### config.mk
export PLATFORM = sky130hd
export DESIGN_NAME = fcdo_top
export DESIGN_NICKNAME = d
export VERILOG_FILES = /design/src/common/fcdo_pkg.sv /design/src/rtl/fcdo_top.sv
export SDC_FILE = /design/constraint.sdc
export NUM_CORES = 1
export LEC_CHECK = 0
export BUFFER_PORTS_ARGS = -buffer_cell sky130_fd_sc_hd__buf_2
export CAP_MARGIN = 10
export CELL_PAD_IN_SITES_DETAIL_PLACEMENT = 0
export CELL_PAD_IN_SITES_GLOBAL_PLACEMENT = 2
export CORE_MARGIN = 8
export CORE_UTILIZATION = 26
export CTS_CLUSTER_DIAMETER = 30
export DETAILED_ROUTE_END_ITERATION = 7
export GPL_ROUTABILITY_DRIVEN = 0
export HOLD_SLACK_MARGIN = 0.02
export PLACE_DENSITY = 0.79
export SLEW_MARGIN = 5
export SYNTH_ARGS = -nofsm -noshare
export SYNTH_HDL_FRONTEND = slang
export SYNTH_SLANG_ARGS = --single-unit
### constraint.sdc
create_clock -name mclk -period 1.65 [get_ports mclk]
set_input_delay 0.33 -clock mclk [delete_from_list [all_inputs] [get_ports mclk]]
set_output_delay 0.33 -clock mclk [all_outputs]
set_load 0.03 [all_outputs]
### src/common/fcdo_pkg.sv
// Purpose: Constants and types for the flash clock divider and option block
// Assumes: APB slave with 32-bit data, 100 MHz bus clock
// Notes: Register values sit in the low byte of each word
package fcdo_pkg;
    localparam logic [11:0] ADDR_CLK_DIV = 12'h000;
    localparam logic [11:0] ADDR_OPTION = 12'h004;
    localparam logic [11:0] ADDR_KEY_CTRL = 12'h008;
    localparam logic [11:0] ADDR_KEY_LO = 12'h00c;
    localparam logic [11:0] ADDR_KEY_HI = 12'h010;
    localparam logic [11:0] ADDR_STATUS = 12'h014;
    localparam logic [11:0] ADDR_CMD = 12'h018;
    localparam int LOADED_BIT = 7;
    localparam int PRESCALE_BIT = 6;
    localparam int DIV_MSB = 5;
    localparam int BACKDOOR_EN_BIT = 7;
    localparam int NORED_BIT = 6;
    localparam int SEC_MSB = 1;
    localparam logic [1:0] SEC_UNSECURED = 2'h2;
    localparam logic [7:0] CLK_DIV_RESET = 8'h00;
    localparam logic [7:0] OPTION_USED_MASK = 8'hc3;
    localparam logic [2:0] PRESCALE_TOP = 3'h7;
    localparam logic [3:0] KEY_BYTES = 4'h8;
    localparam logic [7:0] PULSES_PER_OP = 8'h04;
    typedef struct packed {
        logic prescale_by_eight;
        logic [5:0] divisor_field;
    } fcdo_div_t;
    typedef struct packed {
        logic backdoor_enable;
        logic vector_redirect_disable;
        logic [1:0] security_code;
    } fcdo_opt_t;
    typedef enum logic [1:0] {
        ST_IDLE = 2'b00,
        ST_BUSY = 2'b01,
        ST_DONE = 2'b11
    } fcdo_state_t;
endpackage

### src/rtl/fcdo_top.sv
// Purpose: Flash clock divider, option copy, security and operation gate
// Assumes: APB slave, one clock mclk, synchronous active-low reset
// Notes: Key comparison uses the stored key given as an input
`timescale 1ns/1ps
// Summary of operation
// - Bit 7 set by first write
// - Bits 6:0 readable, written once
// - Erase and program need loaded flag
// - Prescale bit divides bus clock by eight
// - Divider ratio is 2 x (divisor plus one)
// - Operations use whole flash clock pulses
// - Option byte copied during reset
// - Option bits 5:2 zero, writes ignored
// - Backdoor disabled when enable bit zero
// - Debug key writes never unlock
// - Matching eight-byte key unlocks until reset
// - Option bit 6 disables vector redirection
// - Only code 1:0 means unsecured
// - Secure blocks unsecured memory access
// - Key match or blank forces 1:0
// - Early operation ignored, access error set
module fcdo_top (
    // Clock and reset
    input wire logic mclk,
    input wire logic rst_b,
    // APB slave
    input wire logic psel,
    input wire logic penable,
    input wire logic pwrite,
    input wire logic [11:0] paddr,
    input wire logic [31:0] pwdata,
    input wire logic [3:0] pprot,
    output logic [31:0] prdata,
    output logic pready,
    output logic pslverr,
    // Nonvolatile contents
    input wire logic [7:0] nonvolatile_option_byte,
    input wire logic [63:0] stored_backdoor_key,
    input wire logic blank_check_pass,
    // Memory access request from unsecured source
    input wire logic unsecured_access_req,
    // Flash side
    output logic internal_flash_clock,
    output logic program_erase_enable,
    output logic timing_pulse,
    output logic op_busy,
    output logic access_granted,
    output logic vector_redirect_disable
);
    logic loaded_r, loaded_nxt;
    fcdo_pkg::fcdo_div_t div_r, div_nxt;
    fcdo_pkg::fcdo_opt_t opt_r, opt_nxt;
    logic [2:0] pre_cnt_r, pre_cnt_nxt;
    logic [5:0] div_cnt_r, div_cnt_nxt;
    logic internal_flash_clock_r, internal_flash_clock_nxt, pulse_r, pulse_nxt;
    logic keyacc_r, keyacc_nxt;
    logic [63:0] key_r, key_nxt;
    logic [3:0] key_cnt_r, key_cnt_nxt;
    logic key_bad_r, key_bad_nxt;
    logic unlock_r, unlock_nxt;
    logic accerr_r, accerr_nxt;
    fcdo_pkg::fcdo_state_t st_r, st_nxt;
    logic [7:0] op_cnt_r, op_cnt_nxt;
    logic [31:0] prdata_nxt;
    logic pready_r, pready_nxt, pslverr_r, pslverr_nxt;
    logic grant_r, grant_nxt, pe_r, redir_r, busy_r;
    logic wr, rd, secure_src, pre_tick, div_tick;

    function automatic logic hit(input logic [11:0] a, input logic [11:0] b);
        return a == b;
    endfunction

    assign wr = psel && penable && pwrite && !pready_r;
    assign rd = psel && penable && !pwrite && !pready_r;
    // Nonprivileged protection bit marks debug origin
    assign secure_src = pprot[0];
    assign pre_tick = !div_r.prescale_by_eight ||
                      pre_cnt_r == fcdo_pkg::PRESCALE_TOP;
    assign div_tick = pre_tick && div_cnt_r == div_r.divisor_field;

    always_comb begin
        loaded_nxt = loaded_r;
        div_nxt = div_r;
        opt_nxt = opt_r;
        pre_cnt_nxt = div_r.prescale_by_eight ? pre_cnt_r + 3'h1 : 3'h0;
        div_cnt_nxt = div_cnt_r;
        internal_flash_clock_nxt = internal_flash_clock_r;
        pulse_nxt = 1'b0;
        keyacc_nxt = keyacc_r;
        key_nxt = key_r;
        key_cnt_nxt = key_cnt_r;
        key_bad_nxt = key_bad_r;
        unlock_nxt = unlock_r;
        accerr_nxt = accerr_r;
        st_nxt = st_r;
        op_cnt_nxt = op_cnt_r;
        prdata_nxt = 32'h0;
        pready_nxt = psel && penable && !pready_r;
        pslverr_nxt = 1'b0;
        grant_nxt = !unsecured_access_req ||
                    opt_r.security_code == fcdo_pkg::SEC_UNSECURED;
        if (pre_tick) begin
            if (div_tick) begin
                div_cnt_nxt = 6'h0;
                internal_flash_clock_nxt = !internal_flash_clock_r;
                pulse_nxt = internal_flash_clock_r;
            end else begin
                div_cnt_nxt = div_cnt_r + 6'h1;
            end
        end
        if (wr && hit(paddr, fcdo_pkg::ADDR_CLK_DIV)) begin
            loaded_nxt = 1'b1;
            if (!loaded_r) begin
                div_nxt = pwdata[fcdo_pkg::PRESCALE_BIT:0];
            end
        end
        if (wr && hit(paddr, fcdo_pkg::ADDR_KEY_CTRL)) begin
            keyacc_nxt = pwdata[0];
            if (pwdata[0]) begin
                key_cnt_nxt = 4'h0;
                key_bad_nxt = 1'b0;
            end else if (keyacc_r && opt_r.backdoor_enable && !key_bad_r &&
                         key_cnt_r == fcdo_pkg::KEY_BYTES &&
                         key_r == stored_backdoor_key) begin
                unlock_nxt = 1'b1;
            end
        end
        if (wr && keyacc_r && hit(paddr, fcdo_pkg::ADDR_KEY_LO)) begin
            if (!secure_src || key_cnt_r == fcdo_pkg::KEY_BYTES) begin
                key_bad_nxt = 1'b1;
            end else begin
                key_nxt = {pwdata[7:0], key_r[63:8]};
                key_cnt_nxt = key_cnt_r + 4'h1;
            end
        end
        if (unlock_r || blank_check_pass) begin
            opt_nxt.security_code = fcdo_pkg::SEC_UNSECURED;
        end
        if (wr && hit(paddr, fcdo_pkg::ADDR_STATUS) && pwdata[0]) begin
            accerr_nxt = 1'b0;
        end
        if (wr && hit(paddr, fcdo_pkg::ADDR_CMD)) begin
            if (!loaded_r || st_r != fcdo_pkg::ST_IDLE) begin
                accerr_nxt = 1'b1;
            end else begin
                st_nxt = fcdo_pkg::ST_BUSY;
                op_cnt_nxt = fcdo_pkg::PULSES_PER_OP;
            end
        end
        unique case (st_r)
            fcdo_pkg::ST_IDLE: begin
            end
            fcdo_pkg::ST_BUSY: begin
                if (pulse_r) begin
                    op_cnt_nxt = op_cnt_r - 8'h1;
                    if (op_cnt_r == 8'h1) begin
                        st_nxt = fcdo_pkg::ST_DONE;
                    end
                end
            end
            fcdo_pkg::ST_DONE: st_nxt = fcdo_pkg::ST_IDLE;
            default: st_nxt = fcdo_pkg::ST_IDLE;
        endcase
        if (rd) begin
            unique case (1'b1)
                hit(paddr, fcdo_pkg::ADDR_CLK_DIV):
                    prdata_nxt[7:0] = {loaded_r, div_r};
                hit(paddr, fcdo_pkg::ADDR_OPTION):
                    prdata_nxt[7:0] = {opt_r.backdoor_enable,
                        opt_r.vector_redirect_disable, 4'h0,
                        opt_r.security_code};
                hit(paddr, fcdo_pkg::ADDR_KEY_CTRL):
                    prdata_nxt[0] = keyacc_r;
                hit(paddr, fcdo_pkg::ADDR_STATUS):
                    prdata_nxt[2:0] = {unlock_r, op_busy, accerr_r};
                hit(paddr, fcdo_pkg::ADDR_CMD): prdata_nxt = 32'h0;
                default: pslverr_nxt = 1'b1;
            endcase
        end
        if (wr && !(hit(paddr, fcdo_pkg::ADDR_CLK_DIV) ||
                    hit(paddr, fcdo_pkg::ADDR_OPTION) ||
                    hit(paddr, fcdo_pkg::ADDR_KEY_CTRL) ||
                    hit(paddr, fcdo_pkg::ADDR_KEY_LO) ||
                    hit(paddr, fcdo_pkg::ADDR_STATUS) ||
                    hit(paddr, fcdo_pkg::ADDR_CMD))) begin
            pslverr_nxt = 1'b1;
        end
    end

    always_ff @(posedge mclk) begin
        if (!rst_b) begin
            loaded_r <= 1'b0;
            div_r <= fcdo_pkg::CLK_DIV_RESET[fcdo_pkg::PRESCALE_BIT:0];
            pre_cnt_r <= 3'h0;
            div_cnt_r <= 6'h0;
            internal_flash_clock_r <= 1'b0;
            pulse_r <= 1'b0;
            keyacc_r <= 1'b0;
            key_r <= 64'h0;
            key_cnt_r <= 4'h0;
            key_bad_r <= 1'b0;
            unlock_r <= 1'b0;
            accerr_r <= 1'b0;
            st_r <= fcdo_pkg::ST_IDLE;
            op_cnt_r <= 8'h0;
            prdata <= 32'h0;
            pready_r <= 1'b0;
            pslverr_r <= 1'b0;
            grant_r <= 1'b0;
            pe_r <= 1'b0;
            redir_r <= 1'b0;
            busy_r <= 1'b0;
            // Option copy taken while reset is held; clocked, not async
            opt_r <= {nonvolatile_option_byte[fcdo_pkg::BACKDOOR_EN_BIT],
                      nonvolatile_option_byte[fcdo_pkg::NORED_BIT],
                      nonvolatile_option_byte[fcdo_pkg::SEC_MSB:0]};
        end else begin
            loaded_r <= loaded_nxt;
            div_r <= div_nxt;
            opt_r <= opt_nxt;
            pre_cnt_r <= pre_cnt_nxt;
            div_cnt_r <= div_cnt_nxt;
            internal_flash_clock_r <= internal_flash_clock_nxt;
            pulse_r <= pulse_nxt;
            keyacc_r <= keyacc_nxt;
            key_r <= key_nxt;
            key_cnt_r <= key_cnt_nxt;
            key_bad_r <= key_bad_nxt;
            unlock_r <= unlock_nxt;
            accerr_r <= accerr_nxt;
            st_r <= st_nxt;
            op_cnt_r <= op_cnt_nxt;
            prdata <= prdata_nxt;
            pready_r <= pready_nxt;
            pslverr_r <= pslverr_nxt;
            grant_r <= grant_nxt;
            pe_r <= loaded_nxt;
            redir_r <= opt_nxt.vector_redirect_disable;
            busy_r <= st_nxt == fcdo_pkg::ST_BUSY;
        end
    end

    assign pready = pready_r;
    assign pslverr = pslverr_r;
    assign internal_flash_clock = internal_flash_clock_r;
    assign timing_pulse = pulse_r;
    assign op_busy = busy_r;
    assign access_granted = grant_r;
    assign program_erase_enable = pe_r;
    assign vector_redirect_disable = redir_r;
endmodule

-- Word-level counts from Yosys, hierarchy flattened
Cells that the tools add are included.
- register bits after elaboration: 142
- bits of input ports: 127
- add/subtract/negate cells: 4
- equality and inequality tests: 14
- multiplexer cells: 29
- bitwise gates (word level): 3
- reduce and logical (&&, ||, !) cells: 49
- operator list (cell ; number):
    $eq A64 B64 Y1 ; 1
    $mux W8 ; 4
    $eq A12 B4 Y1 const B ; 2
    $eq A12 B5 Y1 const B ; 2
    $logic_and A1 B1 Y1 ; 19
    $mux W4 ; 4
    $eq A12 B3 Y1 const B ; 1
    $logic_not A12 Y1 ; 1
    $mux W2 ; 6
    $logic_or A1 B1 Y1 ; 10
    $mux W1 ; 10
    $pmux W5 S2 ; 1
    $reduce_and A2 Y1 ; 5
    $logic_not A1 Y1 ; 9
    $eq A8 B1 Y1 const B ; 1
    $sub A8 B1 Y8 const B ; 1
    $add A6 B1 Y6 const B ; 1
    $eq A6 B6 Y1 ; 1
    $mux W6 ; 1
    $pmux W2 S3 ; 1
    $reduce_and A3 Y1 ; 2
    $reduce_or A5 Y1 ; 1
    $add A4 B1 Y4 const B ; 1
    $eq A2 B1 Y1 const B ; 2
    other kinds (10) ; 12

-- Logic depth before layout (Yosys ltp)
- depth in word-level cells: 9
- mapped depth: 10
- mapped depth without buffers: 7

-- Least setup slack after synthesis
No wires, ideal clock.
- path kind: register to register
- start: register pready_r, in the netlist pready
- end: register key_r[10]
- setup time: 0.132 ns
- arrival time: 1.685 ns
- path slack: -0.168 ns
- stages on the path, launching flop included: 10
- buffers on the path: 4
- period minus slack after synthesis: 1.818 ns
- cells stage by stage: dfxtp_1 -> and4b_1 -> buf_2 -> nand4_1 -> or2_1 -> buf_6 -> buf_6 -> buf_2 -> nand2_1 -> a21oi_1
- longest elaborated chain between the ends: 5
- RTL lines (what ; line ; RTL):
    start, declared ; fcdo_top.sv:65 ; logic pready_r, pready_nxt, pslverr_r, pslverr_nxt;
    start signal, assigned ; fcdo_top.sv:234 ; pready_r <= pready_nxt;
    $logic_not A1 Y1 ; fcdo_top.sv:73 ; assign wr = psel && penable && pwrite && !pready_r;
    $logic_and A1 B1 Y1 ; fcdo_top.sv:73 ;
    $logic_and A1 B1 Y1 (2 in series) ; fcdo_top.sv:128 ; if (wr && keyacc_r && hit(paddr, fcdo_pkg::ADDR_KEY_LO)) begin
    $reduce_and A2 Y1 (no line) ; n/a ;
    end signal, assigned ; fcdo_top.sv:226 ; key_r <= key_nxt;
    end, declared ; fcdo_top.sv:57 ; logic [63:0] key_r, key_nxt;
No other way between the ends.
A chain may end at the register's enable or synchronous reset.

-- Worst setup path in the final report
- start: register pready_r, in the netlist pready
- end: register key_cnt_r[2]
- longest elaborated chain between the ends: 6
- RTL lines (what ; line ; RTL):
    $logic_not A1 Y1 (*) ; fcdo_top.sv:73 ;
    $logic_and A1 B1 Y1 (*) ; fcdo_top.sv:73 ;
    $logic_and A1 B1 Y1 ; fcdo_top.sv:117 ; if (wr && hit(paddr, fcdo_pkg::ADDR_KEY_CTRL)) begin
    $mux W4 ; fcdo_top.sv:117 ;
    $mux W4 ; fcdo_top.sv:129 ; if (!secure_src || key_cnt_r == fcdo_pkg::KEY_BYTES) begin
    $mux W4 (*) ; fcdo_top.sv:128 ;
    end signal, assigned ; fcdo_top.sv:227 ; key_cnt_r <= key_cnt_nxt;
    end, declared ; fcdo_top.sv:58 ; logic [3:0] key_cnt_r, key_cnt_nxt;
Mark *: on every way between the ends. The rest lies on a longest branch, timed or not.

==> reports/metrics.cfg <==
[logic_synthesis]
yosys_warnings=0
syn_inst=656
synth_area_per_cell_sq_um=8.39
synth_seq_cells=118
synth_ff_type=dfxtp_1
yosys.cell_types.count=54
synth-seq-area-share_pct=43.6
synthArstFlopShare_pct=0
synth_edf_count=4
synthesis.area_sq_um=5510

[timing]
fin_crit_ps=1710
rsz0062_at_grt=yes
layout_setup_ws_ps=-57.8
hold_violations=0
setup_tns_ps=-845
skew_ps=4.65
setup_violations=52
max_freq_mhz=586
slew_violations=0
fin_crit_sh_pct=104

[power_and_ir_drop]
p_leak_nw=2.96
p_seq_share_pct=37.4
p_sw_w=0.00165
internal_power_w=0.00608
switching_share_pct=21.4
p_clk_share_pct=56.2
combPwrFrac_pct=6.4
powerDensity_nw_per_um2=993
ir_worst_vdd_v=0.000579
p_total_w=0.00774

[flow_run]
drv_cap=0

[detailed_routing]
wl_per_cell_um=15.8
drc=0
ant_nets=0
viasPerCell=4.46
drt_pass1_iterations=4
drt-total-wl_um=17500
drtIter0Drc=290
dr_total_vias=4944

[layout]
insertedDiodeCount=0
final_cell_mix=134 x nand2_1, 111 x dfxtp_1, 111 x buf_2
layout_commonest_cell=nand2_1
fin_area_sq_um=7790
area_delta_synth_final_pct=41.5
fillers=2180
final_layout_size_suffix_gt1_share_pct=33.1
fin_nets=955

[setup_path]
cp_slowest_cell=and4b_2
end_kind=register
crit_type=reg2reg
cpPeakStageDelay_ps=360
crit_buf_inv=0
reg2reg_from=pready
crit_start=pready
path_cells=and4b_2 > nand4_1 > or2_4 > and3_1 > o31a_1
start_kind=register
path_delay_family=simple AND/OR/NAND/NOR gates
required_ps=1960
arrival_ps=2020
cp_max_fo=9

[clocking]
cts_hold_buffers=0
cts_max_level=4
insertion_delay_ps=420
clock-sinks=118
cts_root_buf=clkbuf_16
clk_path_buf_depth=2
clk_pin_slew_ps=50
cts-buffers-inserted=17
cts_tree=done

[die]
initial_core_util_pct=26.4
die_height_um=162
die-area_sq_um=26100
num_rows=53
core_area_sq_um=20900
io_pins=167
die_w_um=162

[status]
status=complete, but fails checks
violations=setup timing

[global_route]
gr-usage-met1_pct=16.7
track_usage_pct=13.1
top_usage_layer=met2
grt_max_degree=51
grtUsageMet3_pct=3.92
grt_pass1_vias=4953
gr-total-overflow=0
met2_usage_pct=20.7
grt_pass1_wl_um=26600
antenna_found_initial=0

[min_path]
hp-start=nonvolatile_option_byte[6]
min_path_type=in2reg

[placed_design]
dpl_cell_area_sq_um=6760
dp_hpwl_um=13100
numPortBuffers=111
post-place-ws_ps=-309

[area by class of cell]
type	count	area [sq um]	area share, %
clock buffers	20	478	6.14
clock inverters	12	220	2.83
inverters	10	37.5	0.482
multi-input cells	494	3060	39.3
flip-flops and latches	118	2410	30.9
well taps	275	344	4.42
repair buffers	180	1240	15.9
[state kept, by name, indices dropped and copies added, names as in the netlist]
register                 cells
div_cnt_r                    6
key_r                       64
key_cnt_r                    4
access_granted               1
op_busy                      1
opt_r                        2
program_erase_enable         1
div_r                        7
key_bad_r                    1
pready                       1
unlock_r                     1
vector_redirect_disable      1
timing_pulse                 1
st_r                         2
internal_flash_clock         1
keyacc_r                     1
accerr_r                     1
opt_nxt                      2
op_cnt_r                     8
prdata                       8
pre_cnt_r                    3
pslverr                      1
[routing by layer]
metal  part of all wire, %  vias up
li1                      -     2501
met1                    46     2317
met2                    47      112
met3                   5.6       14
met4                   1.1        0
met5                     0        -
[cell usage after synthesis, drive strengths merged (7+ instances only)]
master | count | share of area, %
clkbuf | 17 | 1.2
nand2 | 144 | 9.8
nand3 | 7 | 0.73
ha | 7 | 1.6
mux2i | 8 | 1.5
xor2 | 11 | 1.7
nor3 | 9 | 0.91
nor2 | 34 | 2.4
nor4 | 8 | 1.2
o21ai | 9 | 0.82
inv | 9 | 0.61
a21oi | 79 | 7.2
xnor2 | 63 | 10
nand4 | 23 | 2.6
buf | 40 | 5.0
dfxtp | 114 | 41
a31oi | 7 | 0.80
[kinds of logic after synthesis]
logic type,synth area share [%]
AOI/OAI and AO/OA,11.2
DFF,43.6
buffers and inverters,6.79
muxes,1.86
xor gates and xnor gates,11.8
adders and majority gates,1.59
and+or+nand+nor,23.1
other,0.0681
[worst register-to-register path: cells and delay by family, from the launching register on]
kind,cells,cell delay (ps)
AOI/OAI and AO/OA,1,220
and+or+nand+nor,4,1050
DFF,1,330
[timing repair]
action	4_1_cts	5_1_grt
cloned	0	3
gates resized for setup	7	56
setup buffers	1	1
pin swaps	0	4
setup endpoints to repair	79	85
[per-stage QoR]
| step | utilization (%) | hold WS, ps | cells |
|---|---|---|---|
| final | 37.3 | 88.2 | 1109 |
| after global routing | 37.3 | 70.9 | 1109 |
| after global placement | 32.4 | 412 | 1072 |
| after floorplan | - | 396 | 679 |
| after CTS | 35.8 | 72.2 | 1105 |
| after detailed placement | 32.4 | 413 | 1072 |
[worst paths after layout]
path                       end  cells after the start  slack, ps
hold / removal      opt_nxt[2]                      1         90
setup reg to reg  key_cnt_r[2]                      5        -60
setup / recovery  key_cnt_r[2]                      5        -60
hold reg to reg    op_cnt_r[6]                      1        470
[power by group through the flow]
| stage | clock (W) | sequential (W) | combinational [W] |
|---|---|---|---|
| final | 0.00435 | 0.00289 | 0.000498 |
| after global routing | 0.00457 | 0.00289 | 0.000536 |
| after CTS | 0.00441 | 0.00289 | 0.000494 |
| after detailed placement | 0 | 0.00295 | 0.000490 |
| after global placement | 0 | 0.00295 | 0.000489 |
| after floorplan | 0 | 0.00297 | 0.000269 |
Power figures use the tool's default switching activity.
